**config.mk**
```make
export PLATFORM = sky130hd
export DESIGN_NAME = spbg_top
export DESIGN_NICKNAME = d
export VERILOG_FILES = /design/src/logic/spbg_baud_gen.v /design/src/logic/spbg_top.v
export VERILOG_INCLUDE_DIRS = /design/src /design/src/logic
export SDC_FILE = /design/constraint.sdc
export NUM_CORES = 1
export LEC_CHECK = 0
export BUFFER_PORTS_ARGS = -buffer_cell sky130_fd_sc_hd__clkbuf_2
export CORE_UTILIZATION = 60
export CTS_CLUSTER_DIAMETER = 30
export DETAILED_ROUTE_END_ITERATION = 8
export GPL_TIMING_DRIVEN = 0
export HOLD_SLACK_MARGIN = 0.06
export PLACE_DENSITY = 0.86
export SYNTH_ARGS = -nofsm -noshare
export SYNTH_HDL_FRONTEND = slang
export SYNTH_SLANG_ARGS = --single-unit
```
**constraint.sdc**
```tcl
create_clock -name mclk -period 3.54 [get_ports mclk]
set_input_delay 0 -clock mclk [delete_from_list [all_inputs] [get_ports mclk]]
set_output_delay 0 -clock mclk [all_outputs]
set_load 0.1 [all_outputs]
```
**src/logic/spbg_consts.vh**
```
// Constants for the serial port and baud generator block
// Behaviour
// - Transmit finished flag clears on read-then-zero of holding empty, or holding write.
// - Finished flag sets on reset, standby, transmit disable, or last bit with empty.
// - Finished flag is read-only; the value written to its bit is ignored.
// - Async multiprocessor receive captures received multiprocessor bit; read-only, resets 0.
// - Clearing receive enable in multiprocessor format keeps the captured bit.
// - Transmit multiprocessor bit is stored, resets 0, used only in async multiproc transmit.
// - Port register always read/write; cleared by power-on only, kept through manual/standby.
// - Port register bits 7 to 4 read zero; software writes zero.
// - Clock-pin direction 1 drives clock-pin data onto the clock pin; resets 0.
// - Clock-pin data bit reads the live clock pin level.
// - Transmit-pin direction 1 drives break level onto transmit pin; resets 0.
// - Port register bit 0 reads the live receive pin level.
// - Bit rate register read/write; resets to 0xff on reset and standby.
// - Each channel has its own baud generator and bit rate register.
// - Clock select 00,01,10,11 gives peripheral clock divided by 1,4,16,64.
// - Async bit period is 64 * 2^(2n-1) * (N+1) peripheral clocks.
// - Sync bit period is 8 * 2^(2n-1) * (N+1) peripheral clocks.
// - Bit rate value ranges 0 to 255; software picks N and n.
`ifndef SPBG_CONSTS_VH
`define SPBG_CONSTS_VH
`define SPBG_ADDR_W        8
`define SPBG_OFF_STATUS    8'h00
`define SPBG_OFF_PORT      8'h04
`define SPBG_OFF_RATE      8'h08
`define SPBG_OFF_CTRL      8'h0c
`define SPBG_OFF_RATE1     8'h10
`define SPBG_OFF_TXDATA    8'h14
`define SPBG_BIT_TX_FINISHED_FLAG      2
`define SPBG_BIT_RXMP      1
`define SPBG_BIT_TXMP      0
`define SPBG_BIT_TX_HOLDING_EMPTY_FLAG      7
`define SPBG_BIT_CLKDIR    3
`define SPBG_BIT_CLKLVL    2
`define SPBG_BIT_TXDDIR    1
`define SPBG_BIT_BRKLVL    0
`define SPBG_CTRL_TE       0
`define SPBG_CTRL_RE       1
`define SPBG_CTRL_SYNC     2
`define SPBG_CTRL_MP       3
`define SPBG_CTRL_CKS_LO   4
`define SPBG_CTRL_STBY     6
`define SPBG_PORT_RESET    4'h0
`define SPBG_RATE_RESET    8'hff
`define SPBG_CTRL_RESET    8'h00
`define SPBG_ASYNC_SCALE   7'h40
`define SPBG_SYNC_SCALE    7'h08
`define SPBG_RESP_OKAY     2'b00
`define SPBG_RESP_SLVERR   2'b10
`endif

```
**src/logic/spbg_baud_gen.v**
```verilog
// One channel baud rate generator: prescaler plus reloading divisor
`timescale 1ns/100ps
`include "spbg_consts.vh"
module spbg_baud_gen (
  mclk,
  rst_n,
  run,
  sync_mode,
  clk_sel,
  divisor,
  bit_tick
);
  input  wire       mclk;
  input  wire       rst_n;
  input  wire       run;
  input  wire       sync_mode;
  input  wire [1:0] clk_sel;
  input  wire [7:0] divisor;
  output reg        bit_tick;

  reg  [5:0] pre_reg;
  reg  [5:0] pre_top;
  reg  [7:0] div_reg;
  reg  [6:0] scl_reg;
  reg  [6:0] scl_top;
  wire       pre_end;
  wire       div_end;
  wire       scl_end;

  // Prescaler end count 0,3,15,63: divide by 1,4,16,64
  always @*
  begin
    case (clk_sel)
      2'b00:   pre_top = 6'h00;
      2'b01:   pre_top = 6'h03;
      2'b10:   pre_top = 6'h0f;
      default: pre_top = 6'h3f;
    endcase
  end

  // 2^(2n-1) halves the x64 or x8 factor: scale 32 or 4 per divisor step
  always @*
  begin
    if (sync_mode)
      scl_top = (`SPBG_SYNC_SCALE >> 1) - 7'h01;
    else
      scl_top = (`SPBG_ASYNC_SCALE >> 1) - 7'h01;
  end

  assign pre_end = (pre_reg >= pre_top);
  assign scl_end = pre_end && (scl_reg >= scl_top);
  assign div_end = scl_end && (div_reg == 8'h00);

  always @(posedge mclk or negedge rst_n)
  begin
    if (!rst_n)
    begin
      pre_reg  <= 6'h00;
      scl_reg  <= 7'h00;
      div_reg  <= 8'h00;
      bit_tick <= 1'b0;
    end
    else if (!run)
    begin
      pre_reg  <= 6'h00;
      scl_reg  <= 7'h00;
      div_reg  <= divisor;
      bit_tick <= 1'b0;
    end
    else
    begin
      pre_reg  <= pre_end ? 6'h00 : pre_reg + 6'h01;
      if (pre_end)
        scl_reg <= scl_end ? 7'h00 : scl_reg + 7'h01;
      if (div_end)
        div_reg <= divisor;
      else if (scl_end)
        div_reg <= div_reg - 8'h01;
      bit_tick <= div_end;
    end
  end
endmodule // spbg_baud_gen

```
**src/logic/spbg_top.v**
```verilog
// Serial channel status, port register and baud generators with AXI4-Lite access
`timescale 1ns/100ps
`include "spbg_consts.vh"
module spbg_top (
  mclk,
  rst_n,
  por_n,
  standby,
  last_bit_sent,
  rx_mp_valid,
  rx_mp_value,
  sck_in,
  rxd_in,
  txd_serial,
  sck_out,
  sck_oe,
  txd_out,
  txd_oe,
  tx_mp_out,
  baud_tick0,
  baud_tick1,
  s_axi_awaddr,
  s_axi_awvalid,
  s_axi_awready,
  s_axi_wdata,
  s_axi_wstrb,
  s_axi_wvalid,
  s_axi_wready,
  s_axi_bresp,
  s_axi_bvalid,
  s_axi_bready,
  s_axi_araddr,
  s_axi_arvalid,
  s_axi_arready,
  s_axi_rdata,
  s_axi_rresp,
  s_axi_rvalid,
  s_axi_rready
);
  input  wire        mclk;
  input  wire        rst_n;
  input  wire        por_n;
  input  wire        standby;
  input  wire        last_bit_sent;
  input  wire        rx_mp_valid;
  input  wire        rx_mp_value;
  input  wire        sck_in;
  input  wire        rxd_in;
  input  wire        txd_serial;
  output reg         sck_out;
  output reg         sck_oe;
  output reg         txd_out;
  output reg         txd_oe;
  output reg         tx_mp_out;
  output wire        baud_tick0;
  output wire        baud_tick1;
  input  wire [7:0]  s_axi_awaddr;
  input  wire        s_axi_awvalid;
  output reg         s_axi_awready;
  input  wire [31:0] s_axi_wdata;
  input  wire [3:0]  s_axi_wstrb;
  input  wire        s_axi_wvalid;
  output reg         s_axi_wready;
  output reg  [1:0]  s_axi_bresp;
  output reg         s_axi_bvalid;
  input  wire        s_axi_bready;
  input  wire [7:0]  s_axi_araddr;
  input  wire        s_axi_arvalid;
  output reg         s_axi_arready;
  output reg  [31:0] s_axi_rdata;
  output reg  [1:0]  s_axi_rresp;
  output reg         s_axi_rvalid;
  input  wire        s_axi_rready;

  reg  [7:0] awaddr_reg;
  reg        aw_held_reg;
  reg  [7:0] wdata_reg;
  reg        wen_reg;
  reg        w_held_reg;
  reg  [3:0] port_reg;
  reg  [7:0] rate_reg;
  reg  [7:0] rate1_reg;
  reg  [7:0] ctrl_reg;
  reg        tx_finished_flag_reg;
  reg        tx_holding_empty_flag_reg;
  reg        tx_holding_empty_flag_seen_reg;
  reg        rxmp_reg;
  reg        txmp_reg;
  reg        te_prev_reg;
  reg  [7:0] rd_byte;
  reg        rd_ok;
  wire       do_write;
  wire       wr_ok;
  wire       stby_any;
  wire       te_fall;
  wire       status_wr;
  wire       txdata_wr;
  wire       rd_take;

  assign do_write  = aw_held_reg && w_held_reg && !s_axi_bvalid;
  assign wr_ok     = (awaddr_reg[7:2] <= `SPBG_OFF_TXDATA >> 2) && (awaddr_reg[1:0] == 2'b00);
  assign stby_any  = standby || ctrl_reg[`SPBG_CTRL_STBY];
  assign te_fall   = te_prev_reg && !ctrl_reg[`SPBG_CTRL_TE];
  assign status_wr = do_write && wen_reg && (awaddr_reg == `SPBG_OFF_STATUS);
  assign txdata_wr = do_write && wen_reg && (awaddr_reg == `SPBG_OFF_TXDATA);
  assign rd_take   = s_axi_arvalid && s_axi_arready;

  // Write address and data captured in either order
  always @(posedge mclk or negedge rst_n)
  begin
    if (!rst_n)
    begin
      awaddr_reg    <= 8'h00;
      aw_held_reg   <= 1'b0;
      wdata_reg     <= 8'h00;
      wen_reg       <= 1'b0;
      w_held_reg    <= 1'b0;
      s_axi_awready <= 1'b0;
      s_axi_wready  <= 1'b0;
      s_axi_bvalid  <= 1'b0;
      s_axi_bresp   <= `SPBG_RESP_OKAY;
    end
    else
    begin
      s_axi_awready <= !aw_held_reg && !s_axi_awready && !s_axi_bvalid;
      s_axi_wready  <= !w_held_reg && !s_axi_wready && !s_axi_bvalid;
      if (s_axi_awvalid && s_axi_awready)
      begin
        awaddr_reg  <= s_axi_awaddr;
        aw_held_reg <= 1'b1;
      end
      if (s_axi_wvalid && s_axi_wready)
      begin
        wdata_reg  <= s_axi_wdata[7:0];
        wen_reg    <= s_axi_wstrb[0];
        w_held_reg <= 1'b1;
      end
      if (do_write)
      begin
        aw_held_reg  <= 1'b0;
        w_held_reg   <= 1'b0;
        s_axi_bvalid <= 1'b1;
        s_axi_bresp  <= wr_ok ? `SPBG_RESP_OKAY : `SPBG_RESP_SLVERR;
      end
      else if (s_axi_bvalid && s_axi_bready)
        s_axi_bvalid <= 1'b0;
    end
  end

  // Port register survives manual reset and standby
  always @(posedge mclk or negedge por_n)
  begin
    if (!por_n)
      port_reg <= `SPBG_PORT_RESET;
    else if (do_write && wen_reg && awaddr_reg == `SPBG_OFF_PORT)
      port_reg <= wdata_reg[3:0];
  end

  // Bit rate and control registers; only the bit rate registers reload to defaults in standby
  always @(posedge mclk or negedge rst_n)
  begin
    if (!rst_n)
    begin
      rate_reg  <= `SPBG_RATE_RESET;
      rate1_reg <= `SPBG_RATE_RESET;
      ctrl_reg  <= `SPBG_CTRL_RESET;
    end
    else
    begin
      if (standby)
      begin
        rate_reg  <= `SPBG_RATE_RESET;
        rate1_reg <= `SPBG_RATE_RESET;
      end
      else if (ctrl_reg[`SPBG_CTRL_STBY])
      begin
        rate_reg  <= `SPBG_RATE_RESET;
        rate1_reg <= `SPBG_RATE_RESET;
      end
      if (do_write && wen_reg && !standby)
      begin
        if (awaddr_reg == `SPBG_OFF_RATE && !ctrl_reg[`SPBG_CTRL_STBY])
          rate_reg <= wdata_reg;
        if (awaddr_reg == `SPBG_OFF_RATE1 && !ctrl_reg[`SPBG_CTRL_STBY])
          rate1_reg <= wdata_reg;
        if (awaddr_reg == `SPBG_OFF_CTRL)
          ctrl_reg <= wdata_reg;
      end
    end
  end

  // Transmit status flags; hardware set wins over clear
  always @(posedge mclk or negedge rst_n)
  begin
    if (!rst_n)
    begin
      tx_finished_flag_reg      <= 1'b1;
      tx_holding_empty_flag_reg      <= 1'b1;
      tx_holding_empty_flag_seen_reg <= 1'b0;
      rxmp_reg      <= 1'b0;
      txmp_reg      <= 1'b0;
      te_prev_reg   <= 1'b0;
    end
    else
    begin
      te_prev_reg <= ctrl_reg[`SPBG_CTRL_TE];
      if (rd_take && s_axi_araddr == `SPBG_OFF_STATUS)
        tx_holding_empty_flag_seen_reg <= tx_holding_empty_flag_reg;
      if (txdata_wr)
        tx_holding_empty_flag_reg <= 1'b0;
      else if (status_wr && tx_holding_empty_flag_seen_reg && !wdata_reg[`SPBG_BIT_TX_HOLDING_EMPTY_FLAG])
        tx_holding_empty_flag_reg <= 1'b0;
      if (last_bit_sent || stby_any || te_fall)
        tx_holding_empty_flag_reg <= 1'b1;
      // Write to the finished bit itself is ignored
      if (stby_any || te_fall || (last_bit_sent && tx_holding_empty_flag_reg))
        tx_finished_flag_reg <= 1'b1;
      else if (txdata_wr)
        tx_finished_flag_reg <= 1'b0;
      else if (status_wr && tx_holding_empty_flag_seen_reg && !wdata_reg[`SPBG_BIT_TX_HOLDING_EMPTY_FLAG])
      begin
        tx_finished_flag_reg      <= 1'b0;
        tx_holding_empty_flag_seen_reg <= 1'b0;
      end
      if (rx_mp_valid && ctrl_reg[`SPBG_CTRL_RE] && ctrl_reg[`SPBG_CTRL_MP]
          && !ctrl_reg[`SPBG_CTRL_SYNC])
        rxmp_reg <= rx_mp_value;
      if (status_wr)
        txmp_reg <= wdata_reg[`SPBG_BIT_TXMP];
    end
  end

  // Pin drive from port register, transmit enable and serial data; multiprocessor bit output
  always @(posedge mclk or negedge rst_n)
  begin
    if (!rst_n)
    begin
      sck_out   <= 1'b0;
      sck_oe    <= 1'b0;
      txd_out   <= 1'b1;
      txd_oe    <= 1'b0;
      tx_mp_out <= 1'b0;
    end
    else
    begin
      sck_oe    <= port_reg[`SPBG_BIT_CLKDIR];
      sck_out   <= port_reg[`SPBG_BIT_CLKLVL];
      txd_oe    <= port_reg[`SPBG_BIT_TXDDIR] || ctrl_reg[`SPBG_CTRL_TE];
      txd_out   <= port_reg[`SPBG_BIT_TXDDIR] ? port_reg[`SPBG_BIT_BRKLVL] : txd_serial;
      tx_mp_out <= txmp_reg && ctrl_reg[`SPBG_CTRL_MP] && !ctrl_reg[`SPBG_CTRL_SYNC]
                   && ctrl_reg[`SPBG_CTRL_TE];
    end
  end

  // Read data mux
  always @*
  begin
    rd_ok   = 1'b1;
    rd_byte = 8'h00;
    case (s_axi_araddr)
      `SPBG_OFF_STATUS: rd_byte = {tx_holding_empty_flag_reg, 4'h0, tx_finished_flag_reg, rxmp_reg, txmp_reg};
      `SPBG_OFF_PORT:   rd_byte = {4'h0, port_reg[3], sck_in, port_reg[1], rxd_in};
      `SPBG_OFF_RATE:   rd_byte = rate_reg;
      `SPBG_OFF_CTRL:   rd_byte = ctrl_reg;
      `SPBG_OFF_RATE1:  rd_byte = rate1_reg;
      `SPBG_OFF_TXDATA: rd_byte = 8'h00;
      default:          rd_ok = 1'b0;
    endcase
  end

  always @(posedge mclk or negedge rst_n)
  begin
    if (!rst_n)
    begin
      s_axi_arready <= 1'b0;
      s_axi_rvalid  <= 1'b0;
      s_axi_rdata   <= 32'h0000_0000;
      s_axi_rresp   <= `SPBG_RESP_OKAY;
    end
    else
    begin
      s_axi_arready <= !s_axi_arready && !s_axi_rvalid;
      if (rd_take)
      begin
        s_axi_rvalid <= 1'b1;
        s_axi_rdata  <= {24'h000000, rd_byte};
        s_axi_rresp  <= rd_ok ? `SPBG_RESP_OKAY : `SPBG_RESP_SLVERR;
      end
      else if (s_axi_rvalid && s_axi_rready)
        s_axi_rvalid <= 1'b0;
    end
  end

  // Two independent channel generators
  spbg_baud_gen u_baud0 (
    .mclk      (mclk),
    .rst_n     (rst_n),
    .run       (!stby_any),
    .sync_mode (ctrl_reg[`SPBG_CTRL_SYNC]),
    .clk_sel   (ctrl_reg[`SPBG_CTRL_CKS_LO+1:`SPBG_CTRL_CKS_LO]),
    .divisor   (rate_reg),
    .bit_tick  (baud_tick0)
  );

  spbg_baud_gen u_baud1 (
    .mclk      (mclk),
    .rst_n     (rst_n),
    .run       (!stby_any),
    .sync_mode (ctrl_reg[`SPBG_CTRL_SYNC]),
    .clk_sel   (ctrl_reg[`SPBG_CTRL_CKS_LO+1:`SPBG_CTRL_CKS_LO]),
    .divisor   (rate1_reg),
    .bit_tick  (baud_tick1)
  );
endmodule // spbg_top
```
==> flow_summary.ini <==
[clocking]
htree_num_levels = 4
ctsResizeCount = 0
cts-buffers-inserted = 17
cts.sinks = 117
cts_root_buf = clkbuf_8
cts.clk_slew.worst_paths_ps = 60
clkLatencyLatePin_ps = 530
cts_tree = done
clockBufferDepth = 2

[logic_synthesis]
synthFlopType = dfrtp_1
yosysSeqAreaShare_pct = 49.8
yosysWarnings = 0
synth-async-reset-ratio_pct = 100
synth_top_area_share_pct = 41.4
synth_cell_types = 67
synth.largest_area_cell = dfrtp_1
ys_top_cells_by_area = dfrtp_1 41%, dfstp_2 8.4%, mux2_2 6.3%, ha_1 4.6%, nor2_1 4.3%
netlist_area_um2 = 5930
syn_area_per_cell_um2 = 10.3
ys_ff_latch = 117
synthTopCellsByCount = 98 x dfrtp_1, 68 x nor2_1, 48 x nand2_1
synth_edf_count = 0
synth_most_common_cell = dfrtp_1
synthCells = 575

[sta]
tightestPinTransition_ps = 878
fin_skew_ps = 9.07
setup_viol = 0
final-hold-violation-count = 0
clock.fmax_ghz = 0.350
drv_slew = 0
relSlewSlack_pct = 41.5
finalSetupTns_ps = 0
period_minus_slack_ps = 2860
grt_setup_unrepaired = false
fin_crit_sh_pct = 80.7
setup_ws_ps = 683

[die]
pin_count = 115
dieWidth_um = 101
dieArea_um2 = 10300
dieHeight_um = 101
start_util_pct = 63.0
coreArea_um2 = 9420
row_count = 35

[routing]
drt_iter0_drc = 382
wirelength_um = 16100
drtPass1Iterations = 9
vias_per_cell = 6.04
drcViolationCount = 1
wl_per_cell_um = 18.8
ant_nets = 0
vias = 5170

[critical_path]
start_kind = register
regToRegStartpoint = ctrl_reg[2]
crit_arrival_ps = 3270
path_max_fanout = 10
reg2reg_depth = 7
end_kind = register
worstSetupStartpoint = ctrl_reg[2]
crit_end = u_baud0.scl_reg[3]
worstPathRequired_ps = 3950
rrSetupSlack_ps = 680
worst_r2r_endpoint = u_baud0.scl_reg[3]
critPathKind = register to register

[final_layout]
layout-drive-gt1-share_pct = 27.1
stdcell_area_um2 = 7430
post-route-util_pct = 78.9
area_delta_synth_final_pct = 25.4
diodes = 0
final_nets = 803

[global_route]
grt_pass1_vias = 5299
grt_pass1_wl_um = 26000
grt_start_max_net_pins = 114
antenna_found_initial = 0
grt_overflow = 0
grt_util_all_layers_pct = 34.1

[pwr]
power_leakage_nw = 3.51
finalPower_mw = 4.52
p_per_area_nw_per_um2 = 608
peakVddDrop_mv = 0.558

[place]
placed_area_um2 = 6490
dp_slack_ps = 781
place.gp.congestion = 0.879
io_buffers = 59
post-dp-hpwl_um = 9440

[run_status]
violations = DRC
status = finished with violations

[hold_path]
worst_hold_path_type = primary input to register

[run]
drv_cap = 0
## kinds of logic (layout without fill, tap and decap cells)
group                      count (synthesis)  count (layout)  share of synthesized area, %
AOI/OAI and AO/OA                        120             120                          13.8
xor gates and xnor gates                  13              13                          1.92
adders and majority gates                 22              22                          4.64
buffers and inverters                     58             185                          5.53
DFF                                      117             117                          49.8
muxes                                     38              38                          7.11
other                                      1              26                        0.0633
and+or+nand+nor                          206             206                          17.1
## how the worst min path moves through the flow
stage             endpoint          from  slack (ps)  depth (start not counted)
6_report        w_held_reg  s_axi_wvalid          90                          3
5_1_grt         w_held_reg  s_axi_wvalid         130                          3
4_1_cts         w_held_reg  s_axi_wvalid          60                          3
3_5_place_dp   port_reg[2]         por_n        -190                          1
3_3_place_gp   port_reg[2]         por_n        -190                          1
2_1_floorplan  aw_held_reg         rst_n        -300                          0
## cell type report
type | instances | area (um2)
plain buffers | 44 | 275
inverters | 14 | 52.6
clock inverters | 13 | 144
repair buffers | 95 | 664
fillers | 543 | 1980
flip-flops and latches | 117 | 2950
well taps | 129 | 161
multi-input cells | 425 | 2740
clock buffers | 19 | 442
## cells in the final DEF, fill, tap and decap left out, types with 5 or more instances in the layout
cell type,instances
a21oi_1,31
dlygate4sd3_1,36
a21oi_2,8
nand3_1,23
mux2_2,33
inv_1,14
buf_4,26
a21o_1,5
and3_1,8
clkbuf_16,16
or3_1,7
a222oi_1,7
dfrtp_1,98
o21ai_0,24
conb_1,26
nor2_1,68
inv_6,5
a31oi_1,6
ha_1,22
dfstp_2,19
mux2i_1,5
nand4_1,8
nand2_1,48
nor3_1,12
xnor2_1,6
clkbuf_2,58
xor2_1,7
clkbuf_1,13
## stage by stage
step / hold WS (ps) / instances
floorplan: -296 / 600
CTS: 62.8 / 856
finish: 93.3 / 856
global placement: -191 / 788
global route: 132 / 856
detailed placement: -191 / 788
## what timing repair did
| item | 4_1_cts | 5_1_grt |
|---|---|---|
| buffers inserted | 0 | 0 |
| hold buffers | 36 | 0 |
| hold endpoints to repair | 133 | 0 |
## power by group
part | internal [mW] | leakage, nW | total, mW | switching (mW)
Clock | 1.05 | 0.290 | 1.71 | 0.666
Combinational | 0.323 | 1.78 | 1.04 | 0.720
Sequential | 1.52 | 1.44 | 1.76 | 0.240
## worst max-delay path, cell delays in order, from the launching register on
cell       delay (ps)
dfrtp_1           700
ha_1              360
a21oi_1           130
o21ai_0            90
a2111oi_0         600
a21oi_1           250
buf_2             270
o41ai_1           330
## routing by layer
metal	share of wire, %	track usage, %
met5	0	0
met4	3.8	16.6
met3	7.4	9.25
met2	52	59.7
met1	37	38.6
Power figures use the tool's default switching activity.
